### config.mk
export PLATFORM = sky130hd
export DESIGN_NAME = spbg_top
export DESIGN_NICKNAME = d
export VERILOG_FILES = /design/src/spbg_pkg.sv /design/src/spbg_baud_if.sv /design/src/spbg_baud.sv /design/src/spbg_top.sv
export VERILOG_INCLUDE_DIRS = /design/src /design/src/src
export SDC_FILE = /design/constraint.sdc
export NUM_CORES = 1
export LEC_CHECK = 0
export BUFFER_PORTS_ARGS = -buffer_cell sky130_fd_sc_hd__clkbuf_2
export CAP_MARGIN = 20
export CORE_MARGIN = 2
export CORE_UTILIZATION = 30
export CTS_CLUSTER_DIAMETER = 60
export CTS_CLUSTER_SIZE = 24
export DETAILED_ROUTE_END_ITERATION = 10
export HOLD_SLACK_MARGIN = 0.02
export MAX_ROUTING_LAYER = met4
export PLACE_DENSITY_LB_ADDON = 0.2
export RECOVER_POWER = 25
export SETUP_SLACK_MARGIN = 0.5
export SLEW_MARGIN = 0
export SYNTH_ARGS = -nofsm -noshare
export SYNTH_HDL_FRONTEND = slang
export SYNTH_SLANG_ARGS = --single-unit
### constraint.sdc
create_clock -name i_mclk -period 4.25 [get_ports i_mclk]
set_input_delay 0.85 -clock i_mclk [delete_from_list [all_inputs] [get_ports i_mclk]]
set_output_delay 0.85 -clock i_mclk [all_outputs]
set_load 0.03 [all_outputs]
### src/spbg_consts.svh
// Purpose: Offsets, field positions, reset values and timing counts of the serial port
// Assumes: Avalon-MM byte addresses, one aligned 32-bit word per register
// Notes: Operation summary follows
//
// Operation
// - Receive FIFO holds three bytes; a byte arriving when full is lost, overflow flagged.
// - Data buffer writes go to transmit holding; reads return receive data only.
// - Enabled interrupt raised when transmit completes or a byte is received.
// - Transmit-done and receive flags stay set until software clears them.
// - Clearing the receive flag does nothing while bytes remain in the FIFO.
// - Baud timer is 16 bits, clocked via prescaler of 1, 4, 12 or 48.
// - Baud control holds generator enable, clock source select and prescaler select.
// - Port stays idle unless the baud generator is enabled.
// - Reload high and low bytes form the 16-bit reload value.
// - Timer counts up by one per selected clock tick from the reload value.
// - Overflow from ffff reloads the timer at once and gives the baud tick.
`ifndef SPBG_CONSTS_SVH
`define SPBG_CONSTS_SVH

// Register byte offsets
`define SPBG_OFF_DATA 5'h00
`define SPBG_OFF_CTRL 5'h04
`define SPBG_OFF_BAUD 5'h08
`define SPBG_OFF_RLDL 5'h0c
`define SPBG_OFF_RLDH 5'h10
`define SPBG_OFF_ISTAT 5'h14
`define SPBG_OFF_IMASK 5'h18

// Control/status field positions
`define SPBG_CTRL_TXDONE 0
`define SPBG_CTRL_RXRDY 1
`define SPBG_CTRL_OVF 2
`define SPBG_CTRL_TXBUSY 3
`define SPBG_CTRL_CNT_LO 4

// Baud control field positions
`define SPBG_BAUD_EN 0
`define SPBG_BAUD_SRC 1
`define SPBG_BAUD_PS_LO 2

// Interrupt status/mask bits
`define SPBG_IRQ_TX 0
`define SPBG_IRQ_RX 1
`define SPBG_IRQ_OVF 2

// Reset values
`define SPBG_RST_BAUD 4'h0
`define SPBG_RST_RELOAD 16'h0000
`define SPBG_RST_RLD_BYTE 8'h00
`define SPBG_RST_MASK 3'h0

// Prescaler divide counts and FIFO depth
`define SPBG_DIV1 6'h00
`define SPBG_DIV4 6'h03
`define SPBG_DIV12 6'h0b
`define SPBG_DIV48 6'h2f
`define SPBG_FIFO_DEPTH 2'h3
`define SPBG_TICKS_PER_BIT 1'h1

`endif

### src/spbg_pkg.sv
// Purpose: Types shared by the serial port modules
// Assumes: Nothing beyond the constants header
// Notes: States and prescaler select only; numbers live in the header
package spbg_pkg;
   typedef enum logic [1:0] {PS_DIV1, PS_DIV4, PS_DIV12, PS_DIV48} spbg_ps_e;
   typedef enum logic [1:0] {TX_IDLE, TX_START, TX_DATA, TX_STOP} spbg_tx_e;
   typedef enum logic [1:0] {RX_IDLE, RX_START, RX_DATA, RX_STOP} spbg_rx_e;
endpackage

### src/spbg_baud_if.sv
// Purpose: Carries baud generator settings and its tick
// Assumes: Single clock domain
// Notes: ctrl side is the port, gen side the timer
`timescale 1ns/10ps
interface spbg_baud_if;
   import spbg_pkg::*;
   logic enable;
   logic src_direct;
   spbg_ps_e prescale;
   logic [15:0] reload;
   logic tick;
   modport ctrl (output enable, output src_direct, output prescale, output reload, input tick);
   modport gen (input enable, input src_direct, input prescale, input reload, output tick);
endinterface

### src/spbg_baud.sv
// Purpose: Baud generator, prescaler and 16-bit reload timer
// Assumes: Settings held stable by the register file
// Notes: One tick per timer overflow, two ticks per bit
`timescale 1ns/10ps
`include "spbg_consts.svh"
module spbg_baud
   import spbg_pkg::*;
(
   // Clock and reset
   input wire logic i_mclk,
   input wire logic i_rst_n,
   // Settings and tick
   spbg_baud_if.gen bif
);

   logic [5:0] ps_cnt;
   logic [5:0] ps_max;
   logic ps_tick;
   logic clk_tick;
   logic [15:0] timer;
   logic ovf;

   ////////////////////////////////////////////////////////////////////////////
   // Prescaler select
   assign ps_max = (bif.prescale == PS_DIV1) ? `SPBG_DIV1 :
                   (bif.prescale == PS_DIV4) ? `SPBG_DIV4 :
                   (bif.prescale == PS_DIV12) ? `SPBG_DIV12 : `SPBG_DIV48;
   assign ps_tick = (ps_cnt >= ps_max);
   assign clk_tick = bif.src_direct | ps_tick;
   assign ovf = bif.enable & clk_tick & (timer == 16'hffff);
   assign bif.tick = ovf;

   always_ff @(posedge i_mclk)
   begin
      if (!i_rst_n || !bif.enable || ps_tick)
      begin
         ps_cnt <= 6'h00;
      end
      else
      begin
         ps_cnt <= ps_cnt + 6'h01;
      end
   end

   ////////////////////////////////////////////////////////////////////////////
   // Idle generator holds the reload so counting starts from it
   always_ff @(posedge i_mclk)
   begin
      if (!i_rst_n)
      begin
         timer <= `SPBG_RST_RELOAD;
      end
      else if (!bif.enable || ovf)
      begin
         timer <= bif.reload;
      end
      else if (clk_tick)
      begin
         timer <= timer + 16'h0001;
      end
   end

endmodule // spbg_baud

### src/spbg_top.sv
// Purpose: Full-duplex serial port with Avalon-MM register access
// Assumes: Peer uses 8N1 framing at the programmed rate
// Notes: Reads take one wait cycle; writes complete at once
//
// Local design decisions: the register addresses and the Avalon-MM interface to the registers.
`timescale 1ns/10ps
`include "spbg_consts.svh"
module spbg_top
   import spbg_pkg::*;
(
   // Clock and reset
   input wire logic i_mclk,
   input wire logic i_rst_n,
   // Avalon-MM slave
   input wire logic [4:0] i_avs_address,
   input wire logic i_avs_read,
   input wire logic i_avs_write,
   input wire logic [31:0] i_avs_writedata,
   input wire logic [3:0] i_avs_byteenable,
   output logic [31:0] o_avs_readdata,
   output logic o_avs_waitrequest,
   // Serial link
   input wire logic i_rxd,
   output logic o_txd,
   // Interrupt
   output logic o_irq
);

   spbg_baud_if bif ();

   logic [3:0] baud_ctrl;
   logic [7:0] reload_lo;
   logic [7:0] reload_hi;
   logic [2:0] irq_stat;
   logic [2:0] irq_mask;
   logic tx_done_flag;
   logic rx_ready_flag;
   logic ovf_flag;
   logic rd_pend;
   logic [7:0] tx_hold;
   logic tx_hold_vld;
   logic [7:0] tx_shift;
   logic [2:0] tx_bits;
   logic tx_half;
   spbg_tx_e tx_state;
   logic [2:0] rx_sync;
   logic rx_level;
   logic [7:0] rx_shift;
   logic [2:0] rx_bits;
   logic rx_half;
   spbg_rx_e rx_state;
   logic [7:0] fifo [0:2];
   logic [1:0] fifo_cnt;

   logic wr_acc;
   logic rd_acc;
   logic wr_lane;
   logic sel_data;
   logic sel_ctrl;
   logic sel_baud;
   logic sel_rldl;
   logic sel_rldh;
   logic sel_istat;
   logic sel_imask;
   logic [31:0] next_readdata;
   logic gen_on;
   logic tick;
   logic tx_load;
   logic tx_fin;
   logic rx_push;
   logic rx_pop;
   logic fifo_full;
   logic rx_lost;
   logic clr_txdone;
   logic clr_rxrdy;
   logic clr_ovf;

   ////////////////////////////////////////////////////////////////////////////
   // Bus decode
   assign wr_acc = i_avs_write;
   assign rd_acc = i_avs_read & rd_pend;
   assign wr_lane = wr_acc & i_avs_byteenable[0];
   assign o_avs_waitrequest = i_avs_read & ~rd_pend;
   assign sel_data = (i_avs_address == `SPBG_OFF_DATA);
   assign sel_ctrl = (i_avs_address == `SPBG_OFF_CTRL);
   assign sel_baud = (i_avs_address == `SPBG_OFF_BAUD);
   assign sel_rldl = (i_avs_address == `SPBG_OFF_RLDL);
   assign sel_rldh = (i_avs_address == `SPBG_OFF_RLDH);
   assign sel_istat = (i_avs_address == `SPBG_OFF_ISTAT);
   assign sel_imask = (i_avs_address == `SPBG_OFF_IMASK);

   assign next_readdata =
      sel_data ? {24'h000000, fifo[0]} :
      sel_ctrl ? {26'h0000000, fifo_cnt, tx_state != TX_IDLE, ovf_flag,
                  rx_ready_flag, tx_done_flag} :
      sel_baud ? {28'h0000000, baud_ctrl} :
      sel_rldl ? {24'h000000, reload_lo} :
      sel_rldh ? {24'h000000, reload_hi} :
      sel_istat ? {29'h00000000, irq_stat} :
      sel_imask ? {29'h00000000, irq_mask} : 32'h00000000;

   // Read data sampled on the wait cycle, side effects on the accept edge
   always_ff @(posedge i_mclk)
   begin
      if (!i_rst_n)
      begin
         rd_pend <= 1'b0;
         o_avs_readdata <= 32'h00000000;
      end
      else
      begin
         rd_pend <= i_avs_read & ~rd_pend;
         if (i_avs_read && !rd_pend)
         begin
            o_avs_readdata <= next_readdata;
         end
      end
   end

   ////////////////////////////////////////////////////////////////////////////
   // Baud registers
   assign gen_on = baud_ctrl[`SPBG_BAUD_EN];
   assign bif.enable = gen_on;
   assign bif.src_direct = baud_ctrl[`SPBG_BAUD_SRC];
   assign bif.prescale = spbg_ps_e'(baud_ctrl[`SPBG_BAUD_PS_LO +: 2]);
   assign bif.reload = {reload_hi, reload_lo};
   assign tick = bif.tick;

   always_ff @(posedge i_mclk)
   begin
      if (!i_rst_n)
      begin
         baud_ctrl <= `SPBG_RST_BAUD;
         reload_lo <= `SPBG_RST_RLD_BYTE;
         reload_hi <= `SPBG_RST_RLD_BYTE;
         irq_mask <= `SPBG_RST_MASK;
      end
      else if (wr_lane)
      begin
         if (sel_baud)
         begin
            baud_ctrl <= i_avs_writedata[3:0];
         end
         if (sel_rldl)
         begin
            reload_lo <= i_avs_writedata[7:0];
         end
         if (sel_rldh)
         begin
            reload_hi <= i_avs_writedata[7:0];
         end
         if (sel_imask)
         begin
            irq_mask <= i_avs_writedata[2:0];
         end
      end
   end

   spbg_baud u_baud
   (
      .i_mclk (i_mclk),
      .i_rst_n (i_rst_n),
      .bif (bif)
   );

   ////////////////////////////////////////////////////////////////////////////
   // Transmitter
   // Data writes fill the holding byte
   // Start only on a tick so the start bit lasts two full ticks
   assign tx_load = gen_on & tx_hold_vld & (tx_state == TX_IDLE) & tick;
   assign tx_fin = (tx_state == TX_STOP) & tick & tx_half;

   always_ff @(posedge i_mclk)
   begin
      if (!i_rst_n)
      begin
         tx_hold <= 8'h00;
         tx_hold_vld <= 1'b0;
      end
      else if (wr_lane && sel_data)
      begin
         tx_hold <= i_avs_writedata[7:0];
         tx_hold_vld <= 1'b1;
      end
      else if (tx_load)
      begin
         tx_hold_vld <= 1'b0;
      end
   end

   // Start, eight data LSB first, stop
   always_ff @(posedge i_mclk)
   begin
      if (!i_rst_n || !gen_on)
      begin
         tx_state <= TX_IDLE;
         tx_shift <= 8'h00;
         tx_bits <= 3'h0;
         tx_half <= 1'b0;
         o_txd <= 1'b1;
      end
      else
      begin
         case (tx_state)
            TX_IDLE:
            begin
               o_txd <= 1'b1;
               tx_half <= 1'b0;
               if (tx_load)
               begin
                  tx_shift <= tx_hold;
                  tx_state <= TX_START;
                  o_txd <= 1'b0;
               end
            end
            TX_START, TX_DATA, TX_STOP:
            begin
               if (tick)
               begin
                  tx_half <= ~tx_half;
                  if (tx_half)
                  begin
                     if (tx_state == TX_START)
                     begin
                        o_txd <= tx_shift[0];
                        tx_bits <= 3'h0;
                        tx_state <= TX_DATA;
                     end
                     else if (tx_state == TX_DATA && tx_bits != 3'h7)
                     begin
                        o_txd <= tx_shift[1];
                        tx_shift <= {1'b0, tx_shift[7:1]};
                        tx_bits <= tx_bits + 3'h1;
                     end
                     else if (tx_state == TX_DATA)
                     begin
                        o_txd <= 1'b1;
                        tx_state <= TX_STOP;
                     end
                     else
                     begin
                        tx_state <= TX_IDLE;
                     end
                  end
               end
            end
            default:
            begin
               tx_state <= TX_IDLE;
            end
         endcase
      end
   end

   ////////////////////////////////////////////////////////////////////////////
   // Receive pin synchroniser; level moves only when stages two and three agree
   always_ff @(posedge i_mclk)
   begin
      if (!i_rst_n)
      begin
         rx_sync <= 3'h7;
         rx_level <= 1'b1;
      end
      else
      begin
         rx_sync <= {rx_sync[1:0], i_rxd};
         if (rx_sync[1] == rx_sync[2])
         begin
            rx_level <= rx_sync[2];
         end
      end
   end

   // Receiver samples mid-bit: one tick after the start edge, then every two
   // Idle while generator is off
   always_ff @(posedge i_mclk)
   begin
      if (!i_rst_n || !gen_on)
      begin
         rx_state <= RX_IDLE;
         rx_shift <= 8'h00;
         rx_bits <= 3'h0;
         rx_half <= 1'b0;
      end
      else
      begin
         case (rx_state)
            RX_IDLE:
            begin
               rx_half <= 1'b0;
               if (!rx_level)
               begin
                  rx_state <= RX_START;
               end
            end
            RX_START:
            begin
               if (tick)
               begin
                  rx_bits <= 3'h0;
                  rx_half <= 1'b0;
                  rx_state <= rx_level ? RX_IDLE : RX_DATA;
               end
            end
            RX_DATA:
            begin
               if (tick)
               begin
                  rx_half <= ~rx_half;
                  if (rx_half)
                  begin
                     rx_shift <= {rx_level, rx_shift[7:1]};
                     rx_bits <= rx_bits + 3'h1;
                     rx_half <= 1'b0;
                     if (rx_bits == 3'h7)
                     begin
                        rx_state <= RX_STOP;
                     end
                  end
               end
            end
            RX_STOP:
            begin
               if (tick)
               begin
                  rx_half <= ~rx_half;
                  if (rx_half)
                  begin
                     rx_state <= RX_IDLE;
                  end
               end
            end
            default:
            begin
               rx_state <= RX_IDLE;
            end
         endcase
      end
   end

   // Framing error drops the byte rather than storing garbage
   assign rx_push = (rx_state == RX_STOP) & tick & rx_half & rx_level;

   ////////////////////////////////////////////////////////////////////////////
   // Three-byte receive FIFO
   assign rx_pop = rd_acc & sel_data & (fifo_cnt != 2'h0);
   assign fifo_full = (fifo_cnt == `SPBG_FIFO_DEPTH);
   assign rx_lost = rx_push & fifo_full & ~rx_pop;

   always_ff @(posedge i_mclk)
   begin
      if (!i_rst_n)
      begin
         fifo_cnt <= 2'h0;
         fifo[0] <= 8'h00;
         fifo[1] <= 8'h00;
         fifo[2] <= 8'h00;
      end
      else if (rx_pop)
      begin
         fifo[0] <= fifo[1];
         fifo[1] <= fifo[2];
         if (rx_push)
         begin
            fifo[fifo_cnt - 2'h1] <= rx_shift;
         end
         else
         begin
            fifo_cnt <= fifo_cnt - 2'h1;
         end
      end
      else if (rx_push && !fifo_full)
      begin
         fifo[fifo_cnt] <= rx_shift;
         fifo_cnt <= fifo_cnt + 2'h1;
      end
   end

   ////////////////////////////////////////////////////////////////////////////
   // Flags cleared by writing zero
   assign clr_txdone = wr_lane & sel_ctrl & ~i_avs_writedata[`SPBG_CTRL_TXDONE];
   assign clr_ovf = wr_lane & sel_ctrl & ~i_avs_writedata[`SPBG_CTRL_OVF];
   assign clr_rxrdy = wr_lane & sel_ctrl & ~i_avs_writedata[`SPBG_CTRL_RXRDY] &
                      (fifo_cnt == 2'h0);

   // Set wins over a clear in the same cycle
   always_ff @(posedge i_mclk)
   begin
      if (!i_rst_n)
      begin
         tx_done_flag <= 1'b0;
         rx_ready_flag <= 1'b0;
         ovf_flag <= 1'b0;
      end
      else
      begin
         tx_done_flag <= tx_fin | (tx_done_flag & ~clr_txdone);
         rx_ready_flag <= rx_push | (fifo_cnt != 2'h0) | (rx_ready_flag & ~clr_rxrdy);
         ovf_flag <= rx_lost | (ovf_flag & ~clr_ovf);
      end
   end

   ////////////////////////////////////////////////////////////////////////////
   // Event status, read to clear, masked onto one line
   always_ff @(posedge i_mclk)
   begin
      if (!i_rst_n)
      begin
         irq_stat <= 3'h0;
      end
      else
      begin
         irq_stat <= {rx_lost, rx_push, tx_fin} |
                     (irq_stat & ~((rd_acc && sel_istat) ? o_avs_readdata[2:0] : 3'h0));
      end
   end

   assign o_irq = |(irq_stat & irq_mask);

endmodule // spbg_top
==> results.txt <==
worst r2r src: baud_ctrl[3]
M1 WL: 8660 microns
total clock sinks: 128
r2r endpoint: fifo[1][7]
Initial Utilization: 0.308
CTS tree: done
Max Freq: 318 MHz
share of layout cells above drive strength 1: 0.111
H-tree depth: 4
fraction of registers with async set/reset: 0
setup violators final: 0
Post-layout nets: 821
Vias/cell: 5.06
final WL: 17,700 microns
initial antenna violation count: 1
Initial DRT Pass Iterations: 6
clock buffer depth: 2
die area: 23,800 sq um
fill count: 2,270
Post-Synth XOR/XNOR Area: 0.00518
Worst Path Arrival: 3.13 ns
CP Max Fanout: 14
Final Non-Filler Cells: 1,050
post-synthesis compound-gate area fraction: 0.113
Critical Path Sink Type: register
Min Clock Period, post-route: 3.14 ns
startpoint types: register
CTS root buffer: clkbuf_16
Clock transition at path regs: 0.06 ns
largest family of logic cells by synthesized area: simple AND/OR/NAND/NOR gates
Synth Warn #: 0
top area cells in the synthesized netlist: dfxtp_1 (31%), mux2i_1 (11%), edfxtp_1 (11%), nand2_1 (4.9%), nor2_1 (4.0%)
DR vias: 5,314
hold depth: 1
antenna viol nets, final: 0
Area Overhead vs Synth: 13.4%
Slew @ Worst Pin: 1.46 ns
commonest cells after routing, fill and taps aside: dfxtp_1 (104), nand2_1 (89), mux2i_1 (73), nor2_1 (73), nand3_1 (28)
Syn Inst Count: 735
dpl hpwl: 12,800 microns
gr usage total: 0.159
pwr/cell area: 369 nW/um^2
final period utilization: 0.740
R2R cell count: 8
metal2 WL: 7900 microns
highest routed layer: met4
cts hold-fix bufs: 0
die height: 154 microns
Avg Cell Area, Syn: 9.21 sq um
Hold Path Class: reg -> reg
Cell Rows: 54
post-CTS setup buffer count: 0
max-cap violations: 0
Port-buffer cells: 29
drt initial violations: 434
final slew viol count: 0
pin count of the biggest net entering global routing: 48
post-synthesis adder-cell area fraction: 0.0351
most common cell after layout, fill and taps aside: dfxtp_1
hold path start: rx_sync[0]
Skew-Pair Late Insertion Delay: 0.42 ns
leakage: 3.01 nW
synth unique cells: 74
hold path endpoint: rx_sync[1]
RSZ-0062 raised after global routing: no
Setup Skew: 0.00581 ns
main flop type after synthesis: dfxtp_1
Synth top area share: 0.308
DRC: 0
Peak VDD IR: 0.262 mV
total CTS buffers: 17
cts repair resizes: 0
Synth Cell Area: 6770 sq um
CP Class: reg -> reg
fraction of synthesized area in multiplexers: 0.133
vias in the first global route: 5,037
Yosys reg bits: 128
Sum Neg Setup Slack: 0 ns
post-placement cell count: 1,017
sequential area share after synthesis: 0.414
relative slew slack: 0.0278
leading area contributor after synthesis: dfxtp_1
final hold violation count: 0
R2R Setup Slk: 1.11 ns
wire per inst: 16.9 microns
metal3 WL: 867 microns
Die X: 154 microns
outcome: finished, final reports clean
# IOs: 81
GRT overflow: 0
WP data required: 4.24 ns
total core area: 22,000 sq um
Post-synth EDFFs: 24
GP Congestion: 0.777
first-pass GRT wire length: 28,800 microns
Synth Area in Simple Gates: 0.233
critical path, cell delays in order, from the launching register on:
cell,delay (ns)
dfxtp_1,0.36
or2_2,0.32
ha_1,0.26
nand2b_1,0.13
a21o_1,0.25
a2111o_1,0.62
o2111ai_1,0.21
buf_4,0.23
nand3_1,0.32
state kept, by name, indices dropped and copies added, names as in the netlist, 2 cells and up, named ones only:
name / count
baud_ctrl: 4
fifo: 24
fifo_cnt: 2
irq_mask: 3
irq_stat: 3
o_avs_readdata: 8
reload_hi: 8
reload_lo: 8
rx_bits: 3
rx_shift: 8
rx_sync: 3
tx_bits: 3
tx_hold: 8
tx_shift: 8
tx_state: 2
u_baud.ps_cnt: 6
u_baud.timer: 16
per-stage QoR:
step                 util  setup WS, ns  instance area [sq um]  hold slack (ns)  power, mW
finish              0.349          1.11                   7670            0.406       2.83
global route        0.349         0.869                   7670            0.428       2.93
CTS                 0.351          1.10                   7700            0.409       2.86
detailed placement  0.324         0.746                   7110            0.395       1.41
global placement    0.324         0.775                   7110            0.390       1.41
floorplan               -          1.56                   6850            0.386       1.38
cell families (layout without fill, tap and decap cells):
group	count (synthesis)	in the layout
AOI/OAI and AO/OA	100	100
xor gates and xnor gates	4	4
adders and majority gates	19	19
buffers and inverters	88	99
DFF	128	128
muxes	86	86
other	1	25
and+or+nand+nor	309	309
final cells by class:
class                      instances  area, sq um  area share
antenna                            1         2.50    0.000326
clock buffer                      17          425      0.0554
clock inverter                    15          160      0.0209
inverter                          26         97.6      0.0127
multi-input combinational        542         3610       0.470
sequential                       128         2800       0.365
tap                              280          350      0.0457
timing repair buffer              41          228      0.0297
layer usage:
metal  global-route usage  up-vias
met5                    -        -
met4               0.0467        0
met3               0.0375       15
met2                0.239      131
met1                0.213     2513
li1                     -     2655
synthesized netlist by cell type, types with 3 or more instances:
library cell,count
ha_1,19
inv_1,25
edfxtp_1,24
nand2_1,89
o21ai_0,13
buf_4,26
a221oi_1,3
nand3_1,28
buf_2,10
mux2i_1,73
mux2_2,10
or2_2,3
a32oi_1,3
o22ai_1,3
dfxtp_1,104
clkbuf_1,23
o211a_1,5
and4_1,7
nor4_1,10
or3_1,3
a31oi_1,4
and3_1,9
a211oi_1,7
nor2_2,3
nor2b_1,10
nand3b_1,3
and4b_1,5
nor3_1,22
a311o_1,7
nand2b_1,7
o21ai_1,5
nand4_1,15
nor2_1,73
a21oi_1,19
and2_1,9
o2bb2ai_1,3
report_power, final:
group / switching [mW] / total (mW) / internal [mW] / leakage, nW
Clock: 0.585 / 1.45 / 0.869 / 0.284
Combinational: 0.0955 / 0.120 / 0.0245 / 1.65
Sequential: 0.00798 / 1.26 / 1.25 / 1.08
worst max-delay path by stage:
stage	startpoint	endpoint	slack, ns	depth (start not counted)
floorplan	baud_ctrl[3]	fifo[0][0]	1.56	9
global placement	i_avs_address[2]	fifo[2][4]	0.78	6
detailed placement	i_avs_address[2]	fifo[2][4]	0.75	6
CTS	baud_ctrl[3]	fifo[1][3]	1.10	8
global route	baud_ctrl[3]	fifo[1][1]	0.87	8
finish	baud_ctrl[3]	fifo[1][7]	1.11	8
No activity file was read; power rests on OpenSTA's default activity.
